### config.mk
export PLATFORM = sky130hd
export DESIGN_NAME = scan_data_regs
export DESIGN_NICKNAME = d
export VERILOG_FILES = /design/src/hw/scan_pkg.sv /design/src/hw/scan_data_regs.sv /design/src/hw/shift_stage.sv
export SDC_FILE = /design/constraint.sdc
export NUM_CORES = 1
export LEC_CHECK = 0
export BUFFER_PORTS_ARGS = -buffer_cell sky130_fd_sc_hd__buf_2
export CAP_MARGIN = 25
export CORE_UTILIZATION = 56
export DETAILED_ROUTE_END_ITERATION = 6
export PLACE_DENSITY = 0.83
export RECOVER_POWER = 25
export SYNTH_ARGS = -nofsm -noshare
export SYNTH_HDL_FRONTEND = slang
export SYNTH_SLANG_ARGS = --single-unit
### constraint.sdc
create_clock -name ref_clk -period 2.8 [get_ports ref_clk]
set_input_delay 0 -clock ref_clk [delete_from_list [all_inputs] [get_ports ref_clk]]
set_output_delay 0 -clock ref_clk [all_outputs]
set_load 0.01 [all_outputs]
### src/hw/scan_pkg.sv
package scan_pkg;

   // instruction register
   localparam int unsigned IR_WIDTH        = 3;
   localparam logic [2:0]  OP_EXTEST       = 3'h0;
   localparam logic [2:0]  OP_IDCODE       = 3'h1;
   localparam logic [2:0]  OP_SAMPLE       = 3'h2;
   localparam logic [2:0]  OP_CLAMP        = 3'h3;
   localparam logic [2:0]  OP_HIGHZ        = 3'h4;
   localparam logic [2:0]  OP_BYPASS       = 3'h7;

   // data register widths
   localparam int unsigned BYPASS_WIDTH    = 1;
   localparam int unsigned ID_WIDTH        = 32;

   // identification code layout
   localparam int unsigned ID_MARK_POS     = 0;
   localparam int unsigned ID_MFR_LSB      = 1;
   localparam int unsigned ID_MFR_WIDTH    = 11;
   localparam int unsigned ID_PART_LSB     = 12;
   localparam int unsigned ID_PART_WIDTH   = 16;
   localparam int unsigned ID_VER_LSB      = 28;
   localparam int unsigned ID_VER_WIDTH    = 4;
   localparam logic        ID_MARK_VALUE   = 1'b1;

   // identity values, arbitrary
   localparam logic [10:0] ID_MFR_DEFAULT  = 11'h02a;
   localparam logic [15:0] ID_PART_DEFAULT = 16'h1234;
   localparam logic [3:0]  ID_VER_DEFAULT  = 4'h1;

   // capture value of the bypass stage
   localparam logic        BYPASS_CAPTURE  = 1'b0;

   // reset values
   localparam logic [31:0] ID_LATCH_RESET  = 32'h0000_0000;
   localparam logic        SERIAL_OUT_RESET = 1'b0;

   // synchroniser depth
   localparam int unsigned SYNC_STAGES     = 2;

   // tap state indications from the controller, same clock domain
   typedef struct packed {
      logic test_logic_reset;
      logic capture_dr;
      logic shift_dr;
      logic update_dr;
   } tap_state_t;

   // selected data register
   typedef enum logic [2:0] {
      SEL_NONE   = 3'b001,
      SEL_BYPASS = 3'b010,
      SEL_ID     = 3'b100
   } chain_sel_t;

endpackage

### src/hw/scan_data_regs.sv
// Operation
// bypass is exactly one shift stage between serial in and serial out
// bypass enters the chain for bypass, clamp and high-z instructions
// id register: 32-stage shift path plus separate 32-bit parallel latch
// id register enters the chain when idcode is current
// id register also selected while in test-logic-reset
// instruction is three bits; bypass code 111, idcode code 001
// id loaded on first scan clock rise in capture-dr, shifted in shift-dr
// id code: bit0 one, then 11-bit maker, 16-bit part, 4-bit version
// bypass stage captures zero during capture-dr
`timescale 1ns/1ps
module scan_data_regs #(
   parameter logic [10:0] MFR_ID  = scan_pkg::ID_MFR_DEFAULT,
   parameter logic [15:0] PART_ID = scan_pkg::ID_PART_DEFAULT,
   parameter logic [3:0]  VER_ID  = scan_pkg::ID_VER_DEFAULT
) (
   input  wire logic                 ref_clk,
   input  wire logic                 rst_b,
   input  wire logic                 scan_clock,
   input  wire logic                 scan_serial_in,
   input  wire logic [2:0]           instruction,
   input  wire scan_pkg::tap_state_t tap_state,
   output logic                      scan_serial_out,
   output logic                      scan_serial_out_oe_b,
   output logic                      chain_active,
   output logic [31:0]               id_parallel
);

   // reset release through two flops
   // assert at once, release in step so no flop leaves reset alone
   logic       rst_meta_q;
   logic       rst_sync_q;

   always_ff @(posedge ref_clk or negedge rst_b)
   begin
      if (!rst_b)
      begin
         rst_meta_q <= 1'b0;
         rst_sync_q <= 1'b0;
      end
      else
      begin
         rst_meta_q <= 1'b1;
         rst_sync_q <= rst_meta_q;
      end
   end

   // pin synchronisers, first stage read only by second
   logic [1:0] clk_sync_q;
   logic [1:0] din_sync_q;
   logic       clk_last_q;

   always_ff @(posedge ref_clk or negedge rst_sync_q)
   begin
      if (!rst_sync_q)
      begin
         clk_sync_q <= 2'b00;
         din_sync_q <= 2'b00;
         clk_last_q <= 1'b0;
      end
      else
      begin
         clk_sync_q <= {clk_sync_q[0], scan_clock};
         din_sync_q <= {din_sync_q[0], scan_serial_in};
         clk_last_q <= clk_sync_q[1];
      end
   end

   logic scan_rise;
   logic scan_fall;
   logic din_s;

   // serial in is sampled with the same latency as the clock edge
   assign scan_rise = clk_sync_q[1] & ~clk_last_q;
   assign scan_fall = ~clk_sync_q[1] & clk_last_q;
   assign din_s     = din_sync_q[1];

   // instruction decode
   logic op_bypass;
   logic op_clamp;
   logic op_highz;
   logic op_idcode;
   logic sel_bypass;
   logic sel_id;

   // fixed opcodes
   assign op_bypass = (instruction == scan_pkg::OP_BYPASS);
   assign op_clamp  = (instruction == scan_pkg::OP_CLAMP);
   assign op_highz  = (instruction == scan_pkg::OP_HIGHZ);
   assign op_idcode = (instruction == scan_pkg::OP_IDCODE);

   // reset state forces id
   assign sel_id = op_idcode | tap_state.test_logic_reset;
   // three bypass users
   assign sel_bypass = ~sel_id & (op_bypass | op_clamp | op_highz);

   scan_pkg::chain_sel_t chain_sel;

   assign chain_sel = sel_id     ? scan_pkg::SEL_ID :
                      sel_bypass ? scan_pkg::SEL_BYPASS : scan_pkg::SEL_NONE;

   // one-hot select decode
   logic is_id;
   logic is_byp;
   logic is_none;

   assign is_id   = (chain_sel == scan_pkg::SEL_ID);
   assign is_byp  = (chain_sel == scan_pkg::SEL_BYPASS);
   assign is_none = (chain_sel == scan_pkg::SEL_NONE);

   // a set bit0 tells the host an id follows, not a bypass zero
   // identification code assembly
   logic [31:0] id_code;

   assign id_code[scan_pkg::ID_MARK_POS] = scan_pkg::ID_MARK_VALUE;
   assign id_code[scan_pkg::ID_MFR_LSB +: scan_pkg::ID_MFR_WIDTH]   = MFR_ID;
   assign id_code[scan_pkg::ID_PART_LSB +: scan_pkg::ID_PART_WIDTH] = PART_ID;
   assign id_code[scan_pkg::ID_VER_LSB +: scan_pkg::ID_VER_WIDTH]   = VER_ID;

   // per-register capture and shift strobes on scan clock rise
   logic cap_id;
   logic cap_byp;
   logic sh_id;
   logic sh_byp;

   // load on capture-dr rise
   assign cap_id  = scan_rise & tap_state.capture_dr & is_id;
   // bypass captures zero
   assign cap_byp = scan_rise & tap_state.capture_dr & is_byp;
   // shift in shift-dr
   assign sh_id   = scan_rise & tap_state.shift_dr & is_id;
   assign sh_byp  = scan_rise & tap_state.shift_dr & is_byp;

   logic [scan_pkg::BYPASS_WIDTH-1:0] byp_q;
   logic [scan_pkg::ID_WIDTH-1:0]     id_shift_q;

   // single bypass stage
   shift_stage #(
      .WIDTH       (scan_pkg::BYPASS_WIDTH)
   ) u_bypass (
      .clk         (ref_clk),
      .rst_b       (rst_sync_q),
      .capture_en  (cap_byp),
      .capture_val (scan_pkg::BYPASS_CAPTURE),
      .shift_en    (sh_byp),
      .serial_in   (din_s),
      .q           (byp_q)
   );

   // 32-stage id shift path
   shift_stage #(
      .WIDTH       (scan_pkg::ID_WIDTH)
   ) u_ident (
      .clk         (ref_clk),
      .rst_b       (rst_sync_q),
      .capture_en  (cap_id),
      .capture_val (id_code),
      .shift_en    (sh_id),
      .serial_in   (din_s),
      .q           (id_shift_q)
   );

   // latch keeps the parallel word still while the shift path ripples
   // parallel latch on update-dr falling edge, forced in reset state
   logic [31:0] id_latch_q;
   logic [31:0] id_latch_d;
   logic        upd_id;

   assign upd_id     = scan_fall & tap_state.update_dr & is_id;
   assign id_latch_d = tap_state.test_logic_reset ? id_code :
                       (upd_id ? id_shift_q : id_latch_q);

   always_ff @(posedge ref_clk or negedge rst_sync_q)
   begin
      if (!rst_sync_q)
         id_latch_q <= scan_pkg::ID_LATCH_RESET;
      else
         id_latch_q <= id_latch_d;
   end

   assign id_parallel = id_latch_q;

   // serial out retimed on falling scan edge so the far end samples a settled bit
   logic chain_bit;
   logic active_now;
   logic sout_q;
   logic sout_d;
   logic oe_b_q;
   logic oe_b_d;

   logic drive_state;

   // bypass sits directly between in and out
   assign chain_bit   = is_id ? id_shift_q[0] : byp_q[0];
   // first bit must stand at the first shift rise, so capture-dr drives too
   // tms is unseen here: an exit straight from capture drives half a clock
   assign drive_state = tap_state.capture_dr | tap_state.shift_dr;
   assign active_now  = drive_state & ~is_none;
   assign sout_d      = scan_fall ? chain_bit : sout_q;
   // pin released when no chain of ours is capturing or shifting
   assign oe_b_d      = scan_fall ? ~active_now : (oe_b_q | ~active_now);

   always_ff @(posedge ref_clk or negedge rst_sync_q)
   begin
      if (!rst_sync_q)
         sout_q <= scan_pkg::SERIAL_OUT_RESET;
      else
         sout_q <= sout_d;
   end

   always_ff @(posedge ref_clk or negedge rst_sync_q)
   begin
      if (!rst_sync_q)
         oe_b_q <= 1'b1;
      else
         oe_b_q <= oe_b_d;
   end

   assign scan_serial_out      = sout_q;
   assign scan_serial_out_oe_b = oe_b_q;
   assign chain_active         = ~is_none;

endmodule

### src/hw/shift_stage.sv
`timescale 1ns/1ps
module shift_stage #(
   parameter int unsigned WIDTH = 1
) (
   input  wire logic             clk,
   input  wire logic             rst_b,
   input  wire logic             capture_en,
   input  wire logic [WIDTH-1:0] capture_val,
   input  wire logic             shift_en,
   input  wire logic             serial_in,
   output logic      [WIDTH-1:0] q
);

   logic [WIDTH-1:0] q_d;
   logic [WIDTH-1:0] shifted;

   // lsb leaves first, new bit enters at the top
   if (WIDTH == 1)
   begin : g_one
      assign shifted = serial_in;
   end
   else
   begin : g_many
      assign shifted = {serial_in, q[WIDTH-1:1]};
   end

   // capture wins; otherwise hold when not shifting
   assign q_d = capture_en ? capture_val : (shift_en ? shifted : q);

   always_ff @(posedge clk or negedge rst_b)
   begin
      if (!rst_b)
         q <= '0;
      else
         q <= q_d;
   end

endmodule

Word-level counts from Yosys, hierarchy flattened
Index checks and enable logic that the tools add are counted.
{ "totals": {"output_inout_bits": 35, "ff_bits": 74, "in_bits": 11, "word_cells": 52} }
{ "op_classes": {"n_eq_ne": 7, "n_mux": 10, "bitwise_logic": 22, "n_reduce_logical": 3} }
{ "op_table": {"columns": ["operator", "n"], "rows": [
  ["$mux W32", 4],
  ["$and A1 B1 Y1", 12],
  ["$eq A3 B3 Y1 const B", 3],
  ["$eq A3 B1 Y1 const B", 2],
  ["$eq A3 B2 Y1 const B", 2],
  ["$reduce_bool A2 Y1", 3],
  ["$not A1 Y1", 5],
  ["$or A1 B1 Y1", 5],
  ["$mux W1", 4],
  ["$mux W3", 1],
  ["$mux W2", 1]
]} }

Logic depth before layout (Yosys ltp)
{ "logic_depth": {"ltp_word": 12, "mapped_depth": 5, "depth_no_buf": 3} }

Cells and area by module
A second synthesis with hierarchy kept.
{ "hier_totals": {"cells_unflattened": 319, "area_unflattened_um2": 3452.1} }
{ "modules_own_cells": {"columns": ["mod", "cells_per_inst", "area_per_inst_um2", "seq_area_each_um2", "instances"], "rows": [
  ["scan_data_regs", 176, 1893.1, 1027.2, 1],
  ["shift_stage at u_ident", 139, 1515.2, 800.8, 1],
  ["shift_stage at u_bypass", 4, 43.8, 25.0, 1]
]} }

Worst setup path before layout
No wires, ideal clock.
{ "synth_timing": {"kind": "input port to flip-flop", "start": "in instruction[1]", "end": "reg u_ident.q[14]", "arrival_time_ns": 1.507, "path_stages": 5, "required_time_ns": 2.672, "slack_ns": 1.165, "path_buffers": 2, "setup_time_ns": 0.128, "path_cell_list": "or3b_1 -> buf_2 -> a2111oi_4 -> buf_4 -> mux2_1"} }
{ "synth_between": {"elab_chain_len": 9, "elab_cells_between_ends": 16, "classes_between": "5 x eq/ne; 3 x mux; 7 x bitwise; 1 x reduce/logical"} }
{ "synth_lines": {"columns": ["item", "line_no", "text"], "rows": [
  ["start: declaration", "scan_data_regs.sv:21", "input wire logic [2:0] instruction,"],
  ["$eq A3 B3 Y1 (tied with other cells)", "scan_data_regs.sv:87", "assign op_bypass = (instruction == scan_pkg::OP_BYPASS);"],
  ["$or A1 B1 Y1 (on tied branches)", "scan_data_regs.sv:95, scan_data_regs.sv:93", null],
  ["$or A1 B1 Y1 or $not A1 Y1 (tied branches)", "scan_data_regs.sv:95", "assign sel_bypass = ~sel_id & (op_bypass | op_clamp | op_highz);"],
  ["$and A1 B1 Y1", "scan_data_regs.sv:95", null],
  ["$mux W2", "scan_data_regs.sv:100", "sel_bypass ? scan_pkg::SEL_BYPASS : scan_pkg::SEL_NONE;"],
  ["$mux W3 *", "scan_data_regs.sv:99", "assign chain_sel = sel_id ? scan_pkg::SEL_ID :"],
  ["$eq A3 B3 Y1 *", "scan_data_regs.sv:107", "assign is_id = (chain_sel == scan_pkg::SEL_ID);"],
  ["$and A1 B1 Y1 (on tied branches)", "scan_data_regs.sv:127, scan_data_regs.sv:131", null],
  ["$mux W32 or $reduce_bool A2 Y1 (tied branches)", null, null],
  ["end signal: assignment", "shift_stage.sv:35", "q <= q_d;"],
  ["end: declaration", "shift_stage.sv:11", "output logic [WIDTH-1:0] q"]
]} }
Mark *: on every way between the ends. The rest lies on a longest branch, timed or not.
A chain may end at the register's enable or synchronous reset.

Worst setup path after layout
{ "layout_timing": {"start": "reg clk_last_q", "end": "reg u_ident.q[27]"} }
{ "layout_between": {"elab_chain_len": 5, "elab_cells_between_ends": 8, "classes_between": "1 x mux; 6 x bitwise; 1 x reduce/logical"} }
{ "layout_lines": {"columns": ["item", "line_no", "text"], "rows": [
  ["start: declaration", "scan_data_regs.sv:51", "logic clk_last_q;"],
  ["start signal: assignment", "scan_data_regs.sv:65", "clk_last_q <= clk_sync_q[1];"],
  ["$not A1 Y1 *", "scan_data_regs.sv:74", "assign scan_rise = clk_sync_q[1] & ~clk_last_q;"],
  ["$and A1 B1 Y1 *", "scan_data_regs.sv:74", null],
  ["$and A1 B1 Y1 (on tied branches) (2 in a row)", "scan_data_regs.sv:127, scan_data_regs.sv:131", null],
  ["$mux W32 or $reduce_bool A2 Y1 (tied branches)", null, null]
]} }
Marked as above.

==> flow_summary.yaml <==
critical_path:
  crit_path_cell_trace: "nand3b_1, buf_4, nand2_1, mux2i_1"
  required_ns: 3.00
  crit_arrival_ns: 2.03
  cp_slowest_cell: "nand3b_1"
  cp_max_fo: 23
  cp-end-kind: "flip-flop"
  path_class: "reg2reg"
  critPathMaxStageDelay_ns: 0.69
  worstSetupStartpointType: "flip-flop"
floorplanning:
  num_rows: 27
  dieArea_mm2: 0.005971
  start_util_pct: 57.98
  die_y_um: 77.28
  io_pins: 46
  core-area_mm2: 0.005473
  die_w_um: 77.28
yosys:
  syn_inst: 309
  ys_seq_area_share_pct: 58.40
  syn_nets: 320
  synth.cell_area_mm2: 0.003173
  synth_area_per_cell_um2: 10.27
  synth_cell_types: 28
  yosys_warnings: 0
  ys_top_cells_by_area: "dfrtp_1 58%, mux2i_1 6.9%, nand3_1 6.8%"
  synth_largest_area_cell: "dfrtp_1"
  ys_seq_elements: 74
  synth_top_cell_area_share_pct: 57.57
global_routing:
  grt_pass1_vias: 2371
  antenna_found_initial: 0
  overflow: 0
  grt_max_degree: 46
  grt_pass1_wl_um: 11300
  grt_usage_pct: 24.69
placed_design:
  post_dp_cell_area_mm2: 0.003480
  place.gp.congestion: 0.8465
  dp_hpwl_um: 4069
  dpl.cell_count: 412
  port-buffer-count: 45
clock_tree:
  post-cts-setup-buffers: 0
  clockRootBuffer: "clkbuf_8"
  path_clk_slew_ns: 0.07
  worstSkewPairLatency_ns: 0.34
  postCtsResizedCells: 0
  cts_tree: "yes"
  clockBufferDepth: 2
  numCtsBuffers: 9
  cts_sinks: 74
  cts_htree_levels: 3
finish:
  final_nets: 367
  multi_input_area_mm2: 0.001129
  design_area_mm2: 0.003735
  seqCellArea_mm2: 0.001853
  drive_gt1_share_pct: 18.28
  layout_common_cells: "73 x dfrtp_1, 43 x nand3_1, 35 x nand2_1, 35 x buf_2, 33 x o21ai_0"
  antenna_cells: 0
  nFillCells: 445
  area_growth_pct: 17.70
  stdcell_count: 433
  final_common_cell: "dfrtp_1"
detailed_routing:
  drtPass1Iterations: 4
  wl_per_cell_um: 14.95
  avgViaCountPerCell: 5.450
  ant_nets: 0
  wl_um: 6474
  drt_iter0_markers: 208
  drc: 0
  vias: 2360
hold_path:
  worstHoldPathType: "in2reg"
timing:
  finalCritPeriodShare_pct: 65.50
  rsz0062_at_grt: "no"
  clock_skew_ns: 0.007166
  max_slew_margin_pct: 25.30
  fin_tns_setup_ns: 0
  drv_slew: 0
  finalHoldViolations: 0
  finalCriticalPeriod_ns: 1.834
  finalSetupViolations: 0
  max_freq_ghz: 0.5453
  tightestPinTransition_ns: 1.120
run:
  cap_violations: 0
pwr:
  max-vdd-ir-drop_uv: 470.7
  p_leak_nw: 1.676
  p_per_area_mw_per_mm2: 762.7
  fin_total_pwr_mw: 2.849
status:
  status: "finished clean"
## where the power goes
part / leakage, nW / total, mW / internal, mW / switching, mW
sequential: 0.892 / 1.49 / 1.31 / 0.179
clock: 0.109 / 0.904 / 0.523 / 0.381
combinational: 0.675 / 0.455 / 0.202 / 0.253
total: 1.68 / 2.85 / 2.04 / 0.813
## routing by layer
metal  global-route usage (%)  vias up  part of all wire (%)
met2                    41.06       59                    49
met1                    32.00     1161                    45
met3                    4.286       10                   4.3
met4                    10.00        0                   1.4
met5                        0        -                     0
li1                         -     1130                     -
## final cells by class
type                            count  share of cell area, %
Tap cell                           72                  2.412
Clock buffer                       11                  3.786
Multi-Input combinational cell    186                  30.22
Timing Repair Buffer               60                  9.380
Sequential cell                    74                  49.61
Inverter                           25                  2.513
Clock inverter                      5                  2.077
## stage by stage
step	setup WS, ns	utilization, %	hold slack (ns)
2_1_floorplan	0.5884	-	-0.2956
3_3_place_gp	0.7886	63.58	-0.2147
3_5_place_dp	0.7050	63.58	-0.2144
6_report	0.9660	68.24	0.04571
4_1_cts	0.9721	68.50	0.009448
5_1_grt	0.8177	68.24	0.07051
## registers in the layout, indices dropped and copies added, names as in the netlist
| register | count |
|---|---|
| clk_sync_q | 2 |
| u_bypass.q | 1 |
| rst_sync_q | 1 |
| u_ident.q | 32 |
| id_parallel | 32 |
| scan_serial_out | 1 |
| clk_last_q | 1 |
| scan_serial_out_oe_b | 1 |
| rst_meta_q | 1 |
| din_sync_q | 2 |
## logic make-up after synthesis
| group | share of synthesized area, % |
|---|---|
| other | 0.1182 |
| buffers and inverters | 6.191 |
| AND/OR/NAND/NOR | 13.76 |
| flip-flops | 58.40 |
| multiplexers | 10.49 |
| XOR/XNOR | 0.2761 |
| AO/OA/AOI/OAI | 10.77 |
## what timing repair did
item / 4_1_cts / 5_1_grt
setup endpoints to repair: 0 / 0
endpoints found under the hold margin: 5 / 0
hold buffers: 5 / 0
## final timing paths
check,from,cells after the start,to,slack [ns]
max reg2reg,clk_last_q$_DFF_PN0_,4,u_ident.q[27]$_DFFE_PN0P_,0.97
max,clk_last_q$_DFF_PN0_,4,u_ident.q[27]$_DFFE_PN0P_,0.97
min in group asynchronous,rst_sync_q$_DFF_PN0_,0,id_parallel[12]$_DFFE_PN0P_,0.47
min reg2reg,din_sync_q[0]$_DFF_PN0_,0,din_sync_q[1]$_DFF_PN0_,0.35
max in group asynchronous,rst_sync_q$_DFF_PN0_,1,scan_serial_out_oe_b$_DFF_PN1_,1.47
min,tap_state[1],4,u_bypass.q$_DFFE_PN0P_,0.05
## cells in the mapped netlist
master / number
buf_2: 1
dfrtp_1: 73
a2111o_1: 1
o211ai_1: 1
and3b_1: 1
nor2_1: 2
nor2b_1: 3
a2111oi_4: 1
or3b_1: 1
a21oi_1: 23
conb_1: 1
o21ai_0: 33
a211o_1: 1
nand2b_1: 1
mux2i_1: 22
or3b_2: 2
a31oi_1: 1
xnor2_1: 1
nand3b_1: 2
clkbuf_1: 20
buf_4: 3
mux2_1: 9
nor3b_1: 1
nand3_1: 43
dfstp_2: 1
mux2_2: 1
nand2_1: 35
inv_1: 25
## worst max-delay path, delay by kind of cell (launching register included)
family                 cells  cell delay (ns)
DFF                        1             0.44
buffers and inverters      1             0.41
muxes                      1             0.08
and+or+nand+nor            2             0.76
Note: power is estimated with default switching activity, not from simulation.
